===== config.mk =====
export PLATFORM = sky130hd
export DESIGN_NAME = gpio_pin_config_bank
export DESIGN_NICKNAME = d
export VERILOG_FILES = /design/src/hdl/gpio_cfg_pkg.sv /design/src/hdl/gpio_pin_config_bank.sv /design/src/hdl/pin_pad_ctrl.sv
export SDC_FILE = /design/constraint.sdc
export NUM_CORES = 1
export LEC_CHECK = 0
export BUFFER_PORTS_ARGS = -buffer_cell sky130_fd_sc_hd__buf_2
export CAP_MARGIN = 40
export CORE_MARGIN = 5
export CORE_UTILIZATION = 40
export DETAILED_ROUTE_END_ITERATION = 16
export HOLD_SLACK_MARGIN = 0.06
export PLACE_DENSITY_LB_ADDON = 0.1
export SETUP_SLACK_MARGIN = 0.3
export SLEW_MARGIN = 0
export SYNTH_ARGS = -nofsm -noshare
export SYNTH_HDL_FRONTEND = slang
export SYNTH_SLANG_ARGS = --single-unit

===== constraint.sdc =====
create_clock -name ref_clk_i -period 3 [get_ports ref_clk_i]
set_input_delay 0.6 -clock ref_clk_i [delete_from_list [all_inputs] [get_ports ref_clk_i]]
set_output_delay 0.6 -clock ref_clk_i [all_outputs]
set_load 0.02 [all_outputs]

===== src/hdl/gpio_cfg_pkg.sv =====
// Shared constants and types for the general-purpose pin configuration bank
`default_nettype none

package gpio_cfg_pkg;

    // ************************************************************
    // Register indices and byte addresses (address = 4 * index)
    // ************************************************************
    localparam logic [7:0] IDX_PIN_THREE   = 8'h1f;
    localparam logic [7:0] IDX_PINS_56     = 8'h20;
    localparam logic [7:0] IDX_PINS_78     = 8'h21;
    localparam logic [7:0] IDX_PAD_LEVELS  = 8'h30;
    localparam logic [9:0] ADDR_PIN_THREE  = {IDX_PIN_THREE, 2'b00};
    localparam logic [9:0] ADDR_PINS_56    = {IDX_PINS_56, 2'b00};
    localparam logic [9:0] ADDR_PINS_78    = {IDX_PINS_78, 2'b00};
    localparam logic [9:0] ADDR_PAD_LEVELS = {IDX_PAD_LEVELS, 2'b00};

    // ************************************************************
    // Field positions
    // ************************************************************
    localparam int LO_OUT_BIT    = 3;
    localparam int REMOTE_BIT    = 2;
    localparam int LO_DIR_BIT    = 1;
    localparam int LO_EN_BIT     = 0;
    localparam int HI_OUT_BIT    = 7;
    localparam int HI_DIR_BIT    = 5;
    localparam int HI_EN_BIT     = 4;
    localparam int PIN_THREE_MSB = 3;

    // ************************************************************
    // Reset values and timing
    // ************************************************************
    localparam logic [7:0]  PAIR_RESET      = 8'h00;
    localparam logic [3:0]  PIN_THREE_RESET = 4'h0;
    localparam logic [1:0]  STRAP_SETTLE    = 2'h3;
    localparam int          PAD_COUNT       = 6;

    // Pad slots: primary pin three, duplicate pin three, pins five to eight
    localparam int SLOT_P3  = 0;
    localparam int SLOT_DP3 = 1;
    localparam int SLOT_P5  = 2;
    localparam int SLOT_P6  = 3;
    localparam int SLOT_P7  = 4;
    localparam int SLOT_P8  = 5;

    // {direction, enable} pad modes
    typedef enum logic [1:0] {
        MODE_FUNC     = 2'b00,
        MODE_GPIO_OUT = 2'b01,
        MODE_TRISTATE = 2'b10,
        MODE_GPIO_IN  = 2'b11
    } pad_mode_t;

    // Bus slave states
    typedef enum logic [1:0] {
        BUS_INIT = 2'b00,
        BUS_IDLE = 2'b01,
        BUS_ACK  = 2'b10
    } bus_state_t;

endpackage : gpio_cfg_pkg

`default_nettype wire


===== src/hdl/gpio_pin_config_bank.sv =====
// Pin configuration bank: Avalon-MM registers steering six general-purpose pads
// Behaviour
// Drive local value in enabled output mode
// Remote bit forces output of far value
// Decode direction/enable pair into pad mode
// Pin three pair resets to strap level
// Strap moves pin three control to duplicate
// Pin three fields; upper nibble reads zero
// Paired registers: high pin 7/5/4, low 3/1/0
// Paired registers reset zero; reserved bits writable
// Synchronise pad inputs before use
`timescale 1ns/10ps
`default_nettype none

module gpio_pin_config_bank
    import gpio_cfg_pkg::*;
(
    input  wire logic        ref_clk_i,            // 20 MHz register clock
    input  wire logic        rst_i,                // Async reset, active high
    input  wire logic [9:0]  avs_address_i,        // Byte address
    input  wire logic        avs_read_i,           // Read request
    input  wire logic        avs_write_i,          // Write request
    input  wire logic [3:0]  avs_byteenable_i,     // Byte enables
    input  wire logic [31:0] avs_writedata_i,      // Write data
    output logic [31:0]      avs_readdata_o,       // Read data
    output logic             avs_waitrequest_o,    // Stall
    input  wire logic        second_port_strap_i,  // Port-select strap pin
    input  wire logic        remote_pin_three_i,   // Far-end value for pin three
    input  wire logic [5:0]  func_value_i,         // Functional outputs per slot
    input  wire logic [5:0]  pad_i,                // Pad levels in
    output logic [5:0]       pad_o,                // Pad levels out
    output logic [5:0]       pad_oe_o,             // Pad output enables
    output logic [5:0]       pad_level_o,          // Synchronised pad levels
    output logic             strap_latched_o       // Captured strap value
);

    // ************************************************************
    // Storage
    // ************************************************************
    logic [3:0]  pin_three_config;
    logic [7:0]  pins_five_six_config;
    logic [7:0]  pins_seven_eight_config;
    bus_state_t  bus_state;
    logic [1:0]  settle_cnt;
    logic        strap_meta;
    logic        strap_sync;
    logic        settle_done;
    logic        wr_accept;
    logic        wr_lane0;
    logic [31:0] next_readdata;
    logic [5:0]  cfg_dir;
    logic [5:0]  cfg_en;
    logic [5:0]  cfg_out;
    logic [5:0]  cfg_remote;
    logic [5:0]  sync_level;

    // ************************************************************
    // Strap capture
    // ************************************************************
    // Strap is a pin, so it crosses two flops first
    always_ff @(posedge ref_clk_i or posedge rst_i) begin
        if (rst_i) begin
            strap_meta <= 1'b0;
            strap_sync <= 1'b0;
        end else begin
            strap_meta <= second_port_strap_i;
            strap_sync <= strap_meta;
        end
    end

    // Wait for the synchroniser to fill before trusting the strap
    always_ff @(posedge ref_clk_i or posedge rst_i) begin
        if (rst_i) begin
            settle_cnt <= 2'h0;
        end else if (settle_cnt != STRAP_SETTLE) begin
            settle_cnt <= settle_cnt + 2'h1;
        end
    end

    assign settle_done = (settle_cnt == STRAP_SETTLE);

    // Latch once; later strap movement is ignored until the next reset
    always_ff @(posedge ref_clk_i or posedge rst_i) begin
        if (rst_i) begin
            strap_latched_o <= 1'b0;
        end else if (bus_state == BUS_INIT && settle_done) begin
            strap_latched_o <= strap_sync;
        end
    end

    // ************************************************************
    // Avalon-MM slave
    // ************************************************************
    // Write lands at the edge where the master sees waitrequest low
    assign wr_accept = avs_write_i && !avs_waitrequest_o;
    assign wr_lane0  = wr_accept && avs_byteenable_i[0];

    // Init holds off the bus until the strap default is loaded
    always_ff @(posedge ref_clk_i or posedge rst_i) begin
        if (rst_i) begin
            bus_state         <= BUS_INIT;
            avs_waitrequest_o <= 1'b1;
        end else begin
            case (bus_state)
                BUS_INIT: begin
                    if (settle_done) begin
                        bus_state <= BUS_IDLE;
                    end
                end
                BUS_IDLE: begin
                    if (avs_read_i || avs_write_i) begin
                        bus_state         <= BUS_ACK;
                        avs_waitrequest_o <= 1'b0;
                    end
                end
                BUS_ACK: begin
                    bus_state         <= BUS_IDLE;
                    avs_waitrequest_o <= 1'b1;
                end
                default: begin
                    bus_state         <= BUS_INIT;
                    avs_waitrequest_o <= 1'b1;
                end
            endcase
        end
    end

    // Read mux; unmapped addresses read zero
    always_comb begin
        next_readdata = 32'h0000_0000;
        case (avs_address_i)
            // upper nibble reads zero
            ADDR_PIN_THREE:  next_readdata = {28'h000_0000, pin_three_config};
            ADDR_PINS_56:    next_readdata = {24'h00_0000, pins_five_six_config};
            ADDR_PINS_78:    next_readdata = {24'h00_0000, pins_seven_eight_config};
            ADDR_PAD_LEVELS: next_readdata = {26'h000_0000, sync_level};
            default:         next_readdata = 32'h0000_0000;
        endcase
    end

    // Data is ready in the same cycle waitrequest drops
    always_ff @(posedge ref_clk_i or posedge rst_i) begin
        if (rst_i) begin
            avs_readdata_o <= 32'h0000_0000;
        end else if (bus_state == BUS_IDLE && avs_read_i) begin
            avs_readdata_o <= next_readdata;
        end
    end

    // ************************************************************
    // Configuration registers
    // ************************************************************
    always_ff @(posedge ref_clk_i or posedge rst_i) begin
        if (rst_i) begin
            pin_three_config <= PIN_THREE_RESET;
        end else if (bus_state == BUS_INIT && settle_done) begin
            // strap sets direction and enable
            pin_three_config[LO_DIR_BIT] <= strap_sync;
            pin_three_config[LO_EN_BIT]  <= strap_sync;
        end else if (wr_lane0 && avs_address_i == ADDR_PIN_THREE) begin
            // only low nibble stored
            pin_three_config <= avs_writedata_i[PIN_THREE_MSB:0];
        end
    end

    // paired registers reset zero, all bits writable
    always_ff @(posedge ref_clk_i or posedge rst_i) begin
        if (rst_i) begin
            pins_five_six_config    <= PAIR_RESET;
            pins_seven_eight_config <= PAIR_RESET;
        end else if (wr_lane0) begin
            if (avs_address_i == ADDR_PINS_56) begin
                pins_five_six_config <= avs_writedata_i[7:0];
            end
            if (avs_address_i == ADDR_PINS_78) begin
                pins_seven_eight_config <= avs_writedata_i[7:0];
            end
        end
    end

    // ************************************************************
    // Per-slot field routing
    // ************************************************************
    // strap selects which pin three pad obeys the register
    always_comb begin
        cfg_dir    = 6'h00;
        cfg_en     = 6'h00;
        cfg_out    = 6'h00;
        cfg_remote = 6'h00;
        if (strap_latched_o) begin
            cfg_dir[SLOT_DP3]    = pin_three_config[LO_DIR_BIT];
            cfg_en[SLOT_DP3]     = pin_three_config[LO_EN_BIT];
            cfg_out[SLOT_DP3]    = pin_three_config[LO_OUT_BIT];
            cfg_remote[SLOT_DP3] = pin_three_config[REMOTE_BIT];
        end else begin
            cfg_dir[SLOT_P3]    = pin_three_config[LO_DIR_BIT];
            cfg_en[SLOT_P3]     = pin_three_config[LO_EN_BIT];
            cfg_out[SLOT_P3]    = pin_three_config[LO_OUT_BIT];
            cfg_remote[SLOT_P3] = pin_three_config[REMOTE_BIT];
        end
        // high pin in upper fields, low pin in lower
        cfg_dir[SLOT_P5] = pins_five_six_config[LO_DIR_BIT];
        cfg_en[SLOT_P5]  = pins_five_six_config[LO_EN_BIT];
        cfg_out[SLOT_P5] = pins_five_six_config[LO_OUT_BIT];
        cfg_dir[SLOT_P6] = pins_five_six_config[HI_DIR_BIT];
        cfg_en[SLOT_P6]  = pins_five_six_config[HI_EN_BIT];
        cfg_out[SLOT_P6] = pins_five_six_config[HI_OUT_BIT];
        cfg_dir[SLOT_P7] = pins_seven_eight_config[LO_DIR_BIT];
        cfg_en[SLOT_P7]  = pins_seven_eight_config[LO_EN_BIT];
        cfg_out[SLOT_P7] = pins_seven_eight_config[LO_OUT_BIT];
        cfg_dir[SLOT_P8] = pins_seven_eight_config[HI_DIR_BIT];
        cfg_en[SLOT_P8]  = pins_seven_eight_config[HI_EN_BIT];
        cfg_out[SLOT_P8] = pins_seven_eight_config[HI_OUT_BIT];
    end

    // ************************************************************
    // Pads
    // ************************************************************
    // One controller per pad; all get the far value, only pin three slots can drive it
    genvar g;
    generate
        for (g = 0; g < PAD_COUNT; g = g + 1) begin : g_pad
            pin_pad_ctrl u_pad (
                .ref_clk_i    (ref_clk_i),
                .rst_i        (rst_i),
                .direction_i  (cfg_dir[g]),
                .enable_i     (cfg_en[g]),
                .remote_i     (cfg_remote[g]),
                .remote_val_i (remote_pin_three_i),
                .out_value_i  (cfg_out[g]),
                .func_val_i   (func_value_i[g]),
                .pad_i        (pad_i[g]),
                .pad_o        (pad_o[g]),
                .pad_oe_o     (pad_oe_o[g]),
                .level_o      (sync_level[g])
            );
        end
    endgenerate

    // Copy of the synchronised levels for the functional side
    always_ff @(posedge ref_clk_i or posedge rst_i) begin
        if (rst_i) begin
            pad_level_o <= 6'h00;
        end else begin
            pad_level_o <= sync_level;
        end
    end

endmodule : gpio_pin_config_bank

`default_nettype wire


===== src/hdl/pin_pad_ctrl.sv =====
// One pad's mode decode, output drive and input synchroniser
`timescale 1ns/10ps
`default_nettype none

module pin_pad_ctrl
    import gpio_cfg_pkg::*;
(
    input  wire logic ref_clk_i,     // Register clock
    input  wire logic rst_i,         // Async reset, active high
    input  wire logic direction_i,   // Direction bit
    input  wire logic enable_i,      // Enable bit
    input  wire logic remote_i,      // Remote control on
    input  wire logic remote_val_i,  // Value from far end
    input  wire logic out_value_i,   // Locally written value
    input  wire logic func_val_i,    // Functional signal
    input  wire logic pad_i,         // Pad level in
    output logic      pad_o,         // Pad level out
    output logic      pad_oe_o,      // Pad output enable
    output logic      level_o        // Synchronised pad level
);

    // ************************************************************
    // Drive decode
    // ************************************************************
    logic      next_pad;
    logic      next_oe;
    pad_mode_t mode;
    logic      meta;

    assign mode = pad_mode_t'({direction_i, enable_i});

    // Remote control overrides the local mode pair entirely
    always_comb begin
        next_pad = 1'b0;
        next_oe  = 1'b0;
        // remote forces output
        if (remote_i) begin
            next_pad = remote_val_i;
            next_oe  = 1'b1;
        end else begin
            // mode pair decode
            case (mode)
                MODE_FUNC: begin
                    next_pad = func_val_i;
                    next_oe  = 1'b1;
                end
                // local value driven
                MODE_GPIO_OUT: begin
                    next_pad = out_value_i;
                    next_oe  = 1'b1;
                end
                MODE_TRISTATE: begin
                    next_oe = 1'b0;
                end
                MODE_GPIO_IN: begin
                    next_oe = 1'b0;
                end
                default: begin
                    next_oe = 1'b0;
                end
            endcase
        end
    end

    // Registered drive keeps pad outputs glitch free
    always_ff @(posedge ref_clk_i or posedge rst_i) begin
        if (rst_i) begin
            pad_o    <= 1'b0;
            pad_oe_o <= 1'b0;
        end else begin
            pad_o    <= next_pad;
            pad_oe_o <= next_oe;
        end
    end

    // ************************************************************
    // Input synchroniser
    // ************************************************************
    // two-flop level sync
    always_ff @(posedge ref_clk_i or posedge rst_i) begin
        if (rst_i) begin
            meta    <= 1'b0;
            level_o <= 1'b0;
        end else begin
            meta    <= pad_i;
            level_o <= meta;
        end
    end

endmodule : pin_pad_ctrl

`default_nettype wire


Word level (Yosys, flattened, before mapping) --
Index checks and enable logic that the tools add are counted.
Storage, ports and cells: input port bits 64, output and inout bits 52, logic and storage cells 131, register bits 90
Operators by class: equality and inequality tests 28, add/subtract/negate cells 1, multiplexer cells 32, bitwise operators 2, reduce and logical (&&, ||, !) cells 32
Operator list (count):
- 8-bit one-hot mux with 4 select lines | 1
- 10-bit by 8-bit equality test with 1-bit output (second input constant) | 3
- 2-bit equality test (second input constant) | 14
- 1-bit one-hot mux with 2 select lines | 13
- 2-bit OR reduction | 12
- 2-bit by 1-bit equality test with 1-bit output (second input constant) | 7
- 2-bit logical NOT | 7
- 1-bit two-way mux | 13
- 10-bit by 7-bit equality test with 1-bit output (second input constant) | 1
- 2-bit AND reduction | 5
- 2-bit two-way mux | 4
- 2-bit inequality test (second input constant) | 3
- 2-bit one-hot mux with 3 select lines | 1
- 1-bit logical AND | 5
- 2-bit by 1-bit adder with 2-bit output (second input constant) | 1
- 1-bit NOT | 2
- 2-bit nonzero test | 1
- 1-bit logical NOT | 1
- 1-bit logical OR | 1

Depth between registers and ports, before layout --
Gate-level depths: netlist (run 1).
depth after elaboration 6, mapped depth 5, mapped depth without buffers 4

Cells and area by module --
From an unflattened synthesis (run 1), not the netlist that was laid out.
Second synthesis, totals: cells, all modules 225, area, all modules 2852.7 µm²
Modules (own cells, without submodules):
- gpio_pin_config_bank | area an instance 2034.5 µm², sequential area each 1052.3 µm², instances 1, cells an instance 171
- pin_pad_ctrl | area an instance 136.4 µm², sequential area each 100.1 µm², instances 6, cells an instance 9

Worst setup path after synthesis (run 1) --
OpenSTA, ideal clock, no wires.
kind input to register, start point input avs_address_i[9], end point register pins_seven_eight_config[0], cell stages on the path 5, setup slack 0.565 ns, required time 2.875 ns, data arrival time 2.310 ns, path buffers 1, setup time 0.125 ns, cells stage by stage or4_1 > buf_2 > or2_4 > nor4_4 > mux2_2
On the way: cells in the longest elaborated chain, start to end 2
Ends and longest elaborated chain:
- start, declared | line gpio_pin_config_bank.sv:20 | input wire logic [9:0] avs_address_i,
- 10-bit by 8-bit equality test with 1-bit output | line gpio_pin_config_bank.sv:175 | if (avs_address_i == ADDR_PINS_78) begin
- 2-bit AND reduction (no line)
- end signal, assigned | line gpio_pin_config_bank.sv:176 | pins_seven_eight_config <= avs_writedata_i[7:0];
- end, declared | line gpio_pin_config_bank.sv:42 | logic [7:0] pins_seven_eight_config;
No other way between the ends. A chain may end at the register's enable or synchronous reset.

Worst setup path in the final report (run 1) --
start point input avs_address_i[9], end point register pins_five_six_config[2]
On the way: cells in the longest elaborated chain, start to end 2
Ends and longest elaborated chain:
- 10-bit by 8-bit equality test with 1-bit output | line gpio_pin_config_bank.sv:172 | if (avs_address_i == ADDR_PINS_56) begin
- 2-bit AND reduction (no line)
- end signal, assigned | line gpio_pin_config_bank.sv:173 | pins_five_six_config <= avs_writedata_i[7:0];
- end, declared | line gpio_pin_config_bank.sv:41 | logic [7:0] pins_five_six_config;
No other way between the ends.

==> results.toml, run 1 <==
[timing]
setup_viol = 0
period_share_pct = 77.61
worst_clock_skew_ps = 9.489
rsz0062_at_grt = "false"
fmaxAchievable_mhz = 429.5
fin_setup_tns_ps = 0
hold_viol = 0
drv_slew = 0
worst_slew_pin_slew_ps = 728.9
min_period_ps = 2328
relSlewSlack_pct = 51.34

[cts]
htree_levels = 3
clockRootBuffer = "clkbuf_8"
cts_buffer_depth = 2
cts_setup_buffers = 0
cts.clk_slew.worst_paths_ps = 70
clock_sinks = 66
cts_tree = "yes"
clock_latency_ps = 340
cts_repair_resize_count = 0
cts-buffers-inserted = 9
cts_hold_buffers = 0

[die]
die_w_um = 94.01
fp.dieArea_mm2 = 0.008837
rows = 30
die_y_um = 94.01
io_pins = 116
core_area_mm2 = 0.006832
start_util_pct = 41.32

[outcome]
status = "completed"

[placed_design]
place_inst = 378
place_congestion = 0.7122
hpwl_um = 4004
port_buffers = 64

[global_routing]
grt_overflow = 0
grt_pass1_vias = 1744
grt_antenna_before_repair = 0
grt_usage_pct = 12.99
grt_start_max_net_pins = 35
grt_pass1_wl_um = 8597

[critical_path]
worst-setup-path-type = "input pin to register"
crit_required_ps = 3220
end_kind = "register"
crit_fanout = 6
rrSetupSlack_ps = 1330
regToRegStartpoint = "avs_waitrequest_o"
r2r-end = "pin_three_config[3]"
r2r_cells = 5
start_kind = "input pin"
arrival_ps = 2550
crit_start = "avs_address_i[9]"

[routing]
vias = 1767
routed_wl_um = 5408
vias_per_cell = 4.485
drtPass1Iterations = 4
drt_iter0_drc = 48
drc = 0
ant_nets = 0
detail_route.wl_per_cell_um = 13.73

[logic_synthesis]
yosys.cell_types.count = 33
synth_warnings = 0
avgSynthCellArea_um2 = 12.22
synthCells = 231
seq_area_frac_synth_pct = 58.55
synth_edf_count = 0
syn-cell-area_mm2 = 0.002823
synthArstFlopShare_pct = 100.0
synth-main-ff-cell = "dfrtp_1"
ys_seq_elements = 66

[job]
max-cap-violations = 0

[min_path]
min_from = "strap_meta"
hold_path_depth = 0
min_path_type = "register to register"
min_to = "strap_sync"

[finish]
diodes = 0
nets = 358
final_util_pct = 48.79
layout_common_cells = "dfrtp_1, buf_2, conb_1"
final_common_cell = "dfrtp_1"
fin_cells = 394
layout-drive-gt1-share_pct = 36.24
area_growth_pct = 18.09

[power_and_ir_drop]
power_leakage_nw = 1.581
irDropWorstVdd_uv = 352.2
p_per_area_mw_per_mm2 = 658.9
synthesized netlist by cell type, types with 2 or more instances:
| cell type | instances | area share (%) |
|---|---|---|
| a21oi_1 | 6 | 1.1 |
| a22oi_1 | 4 | 1.1 |
| a32oi_1 | 3 | 0.93 |
| and2_1 | 3 | 0.66 |
| buf_4 | 36 | 9.6 |
| clkbuf_1 | 3 | 0.40 |
| dfrtp_1 | 65 | 58 |
| inv_1 | 7 | 0.93 |
| mux2_2 | 19 | 7.6 |
| mux2i_1 | 14 | 5.0 |
| nand2_1 | 12 | 1.6 |
| nand3b_1 | 4 | 1.1 |
| nor2_1 | 19 | 2.5 |
| nor3_1 | 2 | 0.35 |
| nor4_1 | 2 | 0.44 |
| nor4_4 | 2 | 1.5 |
| o21ai_0 | 13 | 2.3 |
| or3_1 | 2 | 0.44 |
report_power, final:
group | total [W] | switching (W) | internal (W)
registers | 0.00103 | 0.0000590 | 0.000974
clock network | 0.000840 | 0.000348 | 0.000492
logic | 0.000323 | 0.000213 | 0.000109
total | 0.00220 | 0.000621 | 0.00158
per-stage QoR:
| stage | total power (W) | setup slack [ps] | hold WS, ps | cell area (um^2) |
|---|---|---|---|---|
| 2_1_floorplan | 0.001316 | 565.4 | 331.2 | 2909 |
| 3_3_place_gp | 0.001375 | 311.7 | 332.1 | 3105 |
| 3_5_place_dp | 0.001379 | 306.3 | 334.7 | 3105 |
| 4_1_cts | 0.002225 | 670.5 | 341.1 | 3333 |
| 5_1_grt | 0.002310 | 622.5 | 344.2 | 3333 |
| 6_report | 0.002196 | 671.7 | 349.1 | 3333 |
critical path, stage by stage:
cell and delay (ps):
buf_2 100, or4_1 640, or2_4 330, nor4_4 310
buf_4 220, mux2_2 340
final cells by class:
cell class | instances | area [um^2]
Timing Repair Buffer | 68 | 362.8
Tap cell | 96 | 120.1
Clock inverter | 6 | 90.09
Fill cell | 634 | 3498
Clock buffer | 10 | 137.6
Sequential cell | 66 | 1653
Multi-Input combinational cell | 141 | 943.4
Inverter | 7 | 26.28
how the worst max path moves through the flow:
| stage | end | slack, ps | depth (start not counted) |
|---|---|---|---|
| 2_1_floorplan | pins_seven_eight_config[0] | 570 | 5 |
| 3_3_place_gp | pins_five_six_config[2] | 310 | 6 |
| 4_1_cts | pins_five_six_config[1] | 670 | 6 |
| 5_1_grt | pins_five_six_config[1] | 620 | 6 |
| 6_report | pins_five_six_config[2] | 670 | 6 |
| 3_5_place_dp | pins_five_six_config[2] | 310 | 6 |
registers in the layout (all words and copies together), names as in the netlist, 4 cells and up:
signal / count
avs_readdata_o: 8
g_pad.u_pad.meta: 6
pad_level_o: 6
pin_three_config: 4
g_pad.u_pad.pad_oe_o: 6
g_pad.u_pad.level_o: 6
pins_five_six_config: 8
g_pad.u_pad.pad_o: 6
pins_seven_eight_config: 8
per-layer routing:
metal	track usage, %	wire length (um)	vias up
li1	-	-	858
met1	17.44	2449	837
met3	3.606	393	10
met4	7.220	121	0
met2	18.81	2444	62
met5	0	0	-
kinds of logic after synthesis:
kind of cell               count (synthesis)  share of synthesized area (%)
DFF                                       66                          58.56
and+or+nand+nor                           53                          10.64
buffers and inverters                     47                          11.08
muxes                                     34                          12.94
AOI/OAI and AO/OA                         28                          5.896
adders and majority gates                  1                         0.4432
other                                      1                         0.1329
xor gates and xnor gates                   1                         0.3103
No activity file was read; power rests on OpenSTA's default activity.
==> run 2, diff against run 1 <==
Settings changed: ABC_AREA set to 1.
Clock period 3 ns to 2.4 ns, I/O delays scaled along.
==> run 2 against run 1 <==
Worst setup slack gained 190 ps. Critical path depth fell by 5. Core utilization is 1.0 points lower. Via count grew 17%. Register-to-register slack got worse by 380 ps. Routed wire length rose by 9.6%. Sequential cell count is the same. Die area is 5.0% higher. Sequential share of layout area is 1.9 points lower. Power rose by 26%. Largest power group unchanged. Synthesized area increased by 5.6%. Global-route usage increased by 0.97 points.
==> results.toml, run 2 <==
[timing]
min_period_ps = 1537
fmaxAchievable_mhz = 650.5
worst_clock_skew_ps = 7.718
drv_slew = 0
fin_setup_tns_ps = 0
setup_viol = 0
worst_slew_pin_slew_ps = 576.3
period_share_pct = 64.05
hold_viol = 0
rsz0062_at_grt = "false"
relSlewSlack_pct = 61.50

[global_routing]
grt_usage_pct = 13.95
grt_pass1_wl_um = 9535
grt_start_max_net_pins = 42
grt_pass1_vias = 1981
grt_antenna_before_repair = 0
grt_overflow = 0

[critical_path]
crit_required_ps = 1920
cp_cell_sequence = "buf_2"
r2r_cells = 6
end_kind = "output pin"
arrival_ps = 1060
worst-setup-path-type = "register to output pin"
max_stage_delay_ps = 550
cpMaxStageDelayCell = "dfstp_2"
crit_cells = 1
crit_fanout = 3
crit_family = "flip-flops"
path_buf_inv = 1
start_kind = "register"

[routing]
vias_per_cell = 4.305
drt_iter0_drc = 95
drc = 0
drtPass1Iterations = 4
routed_wl_um = 5925
vias = 2075
detail_route.wl_per_cell_um = 12.29
ant_nets = 0

[cts]
cts_setup_buffers = 0
cts.clk_slew.worst_paths_ps = 70
cts-buffers-inserted = 9
clockRootBuffer = "clkbuf_8"
cts_tree = "yes"
clock_latency_ps = 340
htree_levels = 3
clock_sinks = 66
cts_repair_resize_count = 0
cts_buffer_depth = 2
cts_hold_buffers = 0

[power_and_ir_drop]
swShare_pct = 29.82
intPower_w = 0.001937
pwr-share-clk_pct = 35.6
pwr-share-seq_pct = 46.7
power_leakage_nw = 1.795
irDropWorstVdd_uv = 483.5
power.total_w = 0.002760
p_per_area_mw_per_mm2 = 797.0
switching_power_w = 0.0008230
pwr-share-comb_pct = 17.8

[finish]
fillCellCount = 731
final_common_cell = "nand2_1"
layout_common_cells = "nand2_1, dfrtp_1, buf_2"
layout-drive-gt1-share_pct = 28.98
seqCellArea_mm2 = 0.001653
final_util_pct = 47.75
area_growth_pct = 16.20
reg.largest.list = "avs_readdata_o x8, pins_five_six_config x8, pins_seven_eight_config x8"
nets = 443
multiInputGateArea_um2 = 984.7
diodes = 0

[placed_design]
place_congestion = 0.7953
port_buffers = 64
hpwl_um = 4487

[job]
max-cap-violations = 0

[logic_synthesis]
synth-main-ff-cell = "dfrtp_1"
synth_common_cells = "nand2_1, dfrtp_1, buf_4"
synth.most_common_cell = "nand2_1"
synthArstFlopShare_pct = 100.0
syn-cell-area_mm2 = 0.002980
ys_seq_elements = 66
synthCells = 317
synth_top_area_share_pct = 54.58
synthTopCellsByArea = "dfrtp_1, buf_4, nand2_1"
synth_edf_count = 0
yosys.cell_types.count = 31
avgSynthCellArea_um2 = 9.402
seq_area_frac_synth_pct = 55.46
synth_largest_area_cell = "dfrtp_1"
synth_warnings = 0

[die]
io_pins = 116
core_area_mm2 = 0.007253
rows = 31
start_util_pct = 41.09
fp.dieArea_mm2 = 0.009278
die_y_um = 96.32
die_w_um = 96.32

[min_path]
min_path_type = "input pin to asynchronous set/reset pin"

[outcome]
status = "completed"
## run 2: cell count changes after synthesis, sizes merged, moves of 14 or more
cell / before / now
o21ai: 13 / 34
inv: 7 / 36
mux2: 20 / 1
mux2i: 14 / 0
nand2: 12 / 74
nand3: 0 / 25
## run 2: power by group through the flow
| stage | Combinational [W] | Sequential (W) | Clock (W) |
|---|---|---|---|
| 2_1_floorplan | 0.000390 | 0.00132 | 0 |
| 3_3_place_gp | 0.000491 | 0.00131 | 0 |
| 3_5_place_dp | 0.000493 | 0.00131 | 0 |
| 4_1_cts | 0.000495 | 0.00129 | 0.00102 |
| 5_1_grt | 0.000555 | 0.00131 | 0.00106 |
| 6_report | 0.000490 | 0.00129 | 0.000982 |
## run 2: worst reg2reg max path: stages, from the launching register on
cell     delay, ps
dfrtp_1        410
nor2_1         150
inv_1           80
nor2_2         310
inv_1          230
nand2_1        120
nand2_1         50
## run 2: cell families (layout without fill, tap and decap cells)
| logic type | count (synthesis) | after routing | synth area share, % |
|---|---|---|---|
| and+or+nand+nor | 129 | 129 | 20.32 |
| other | 1 | 24 | 0.1258 |
| DFF | 66 | 66 | 55.46 |
| buffers and inverters | 75 | 118 | 14.40 |
| muxes | 1 | 1 | 0.3778 |
| AOI/OAI and AO/OA | 43 | 43 | 8.607 |
| adders and majority gates | 1 | 1 | 0.4197 |
| xor gates and xnor gates | 1 | 1 | 0.2939 |
## run 2: final cells by class
class,count,share of cell area (%)
Sequential cell,66,47.72
Multi-Input combinational cell,199,28.43
Timing Repair Buffer,66,10.04
Clock buffer,13,4.877
Inverter,36,4.010
Tap cell,99,3.577
Clock inverter,3,1.337
## run 2: final timing paths
| check | slack, ps | startpoint | end |
|---|---|---|---|
| max | 860 | avs_waitrequest_o | avs_waitrequest_o |
| min | 190 | rst_i | g_pad[0].u_pad.pad_oe_o |
| max reg2reg | 950 | bus_state[1] | avs_readdata_o[6] |
| min reg2reg | 350 | g_pad[0].u_pad.meta | g_pad[0].u_pad.level_o |
| max in group asynchronous | 1570 | rst_i | avs_waitrequest_o |
| min in group ref_clk_i | 240 | second_port_strap_i | strap_meta |
## run 2: through the flow
stage                     cell area [um^2]  setup WS, ps  hold WS, ps  std cells
final                                 3463         862.8        192.8        482
after global routing                  3463         786.5        212.3        482
after CTS                             3463         838.8        191.5        482
after detailed placement              3248         709.8        334.7        466
after global placement                3248         729.3        332.1        466
after floorplan                       3070         959.2        331.2        340
## run 2: per-layer routing
metal  track usage, %  vias to the layer above  part of all wire [%]  wire [um]
met1            18.98                      922                    48       2838
met5                0                        -                     0          0
met2            20.13                       69                    43       2551
li1                 -                     1074                     -          -
met4            4.673                        0                   1.2         69
met3            5.708                       10                   7.9        466
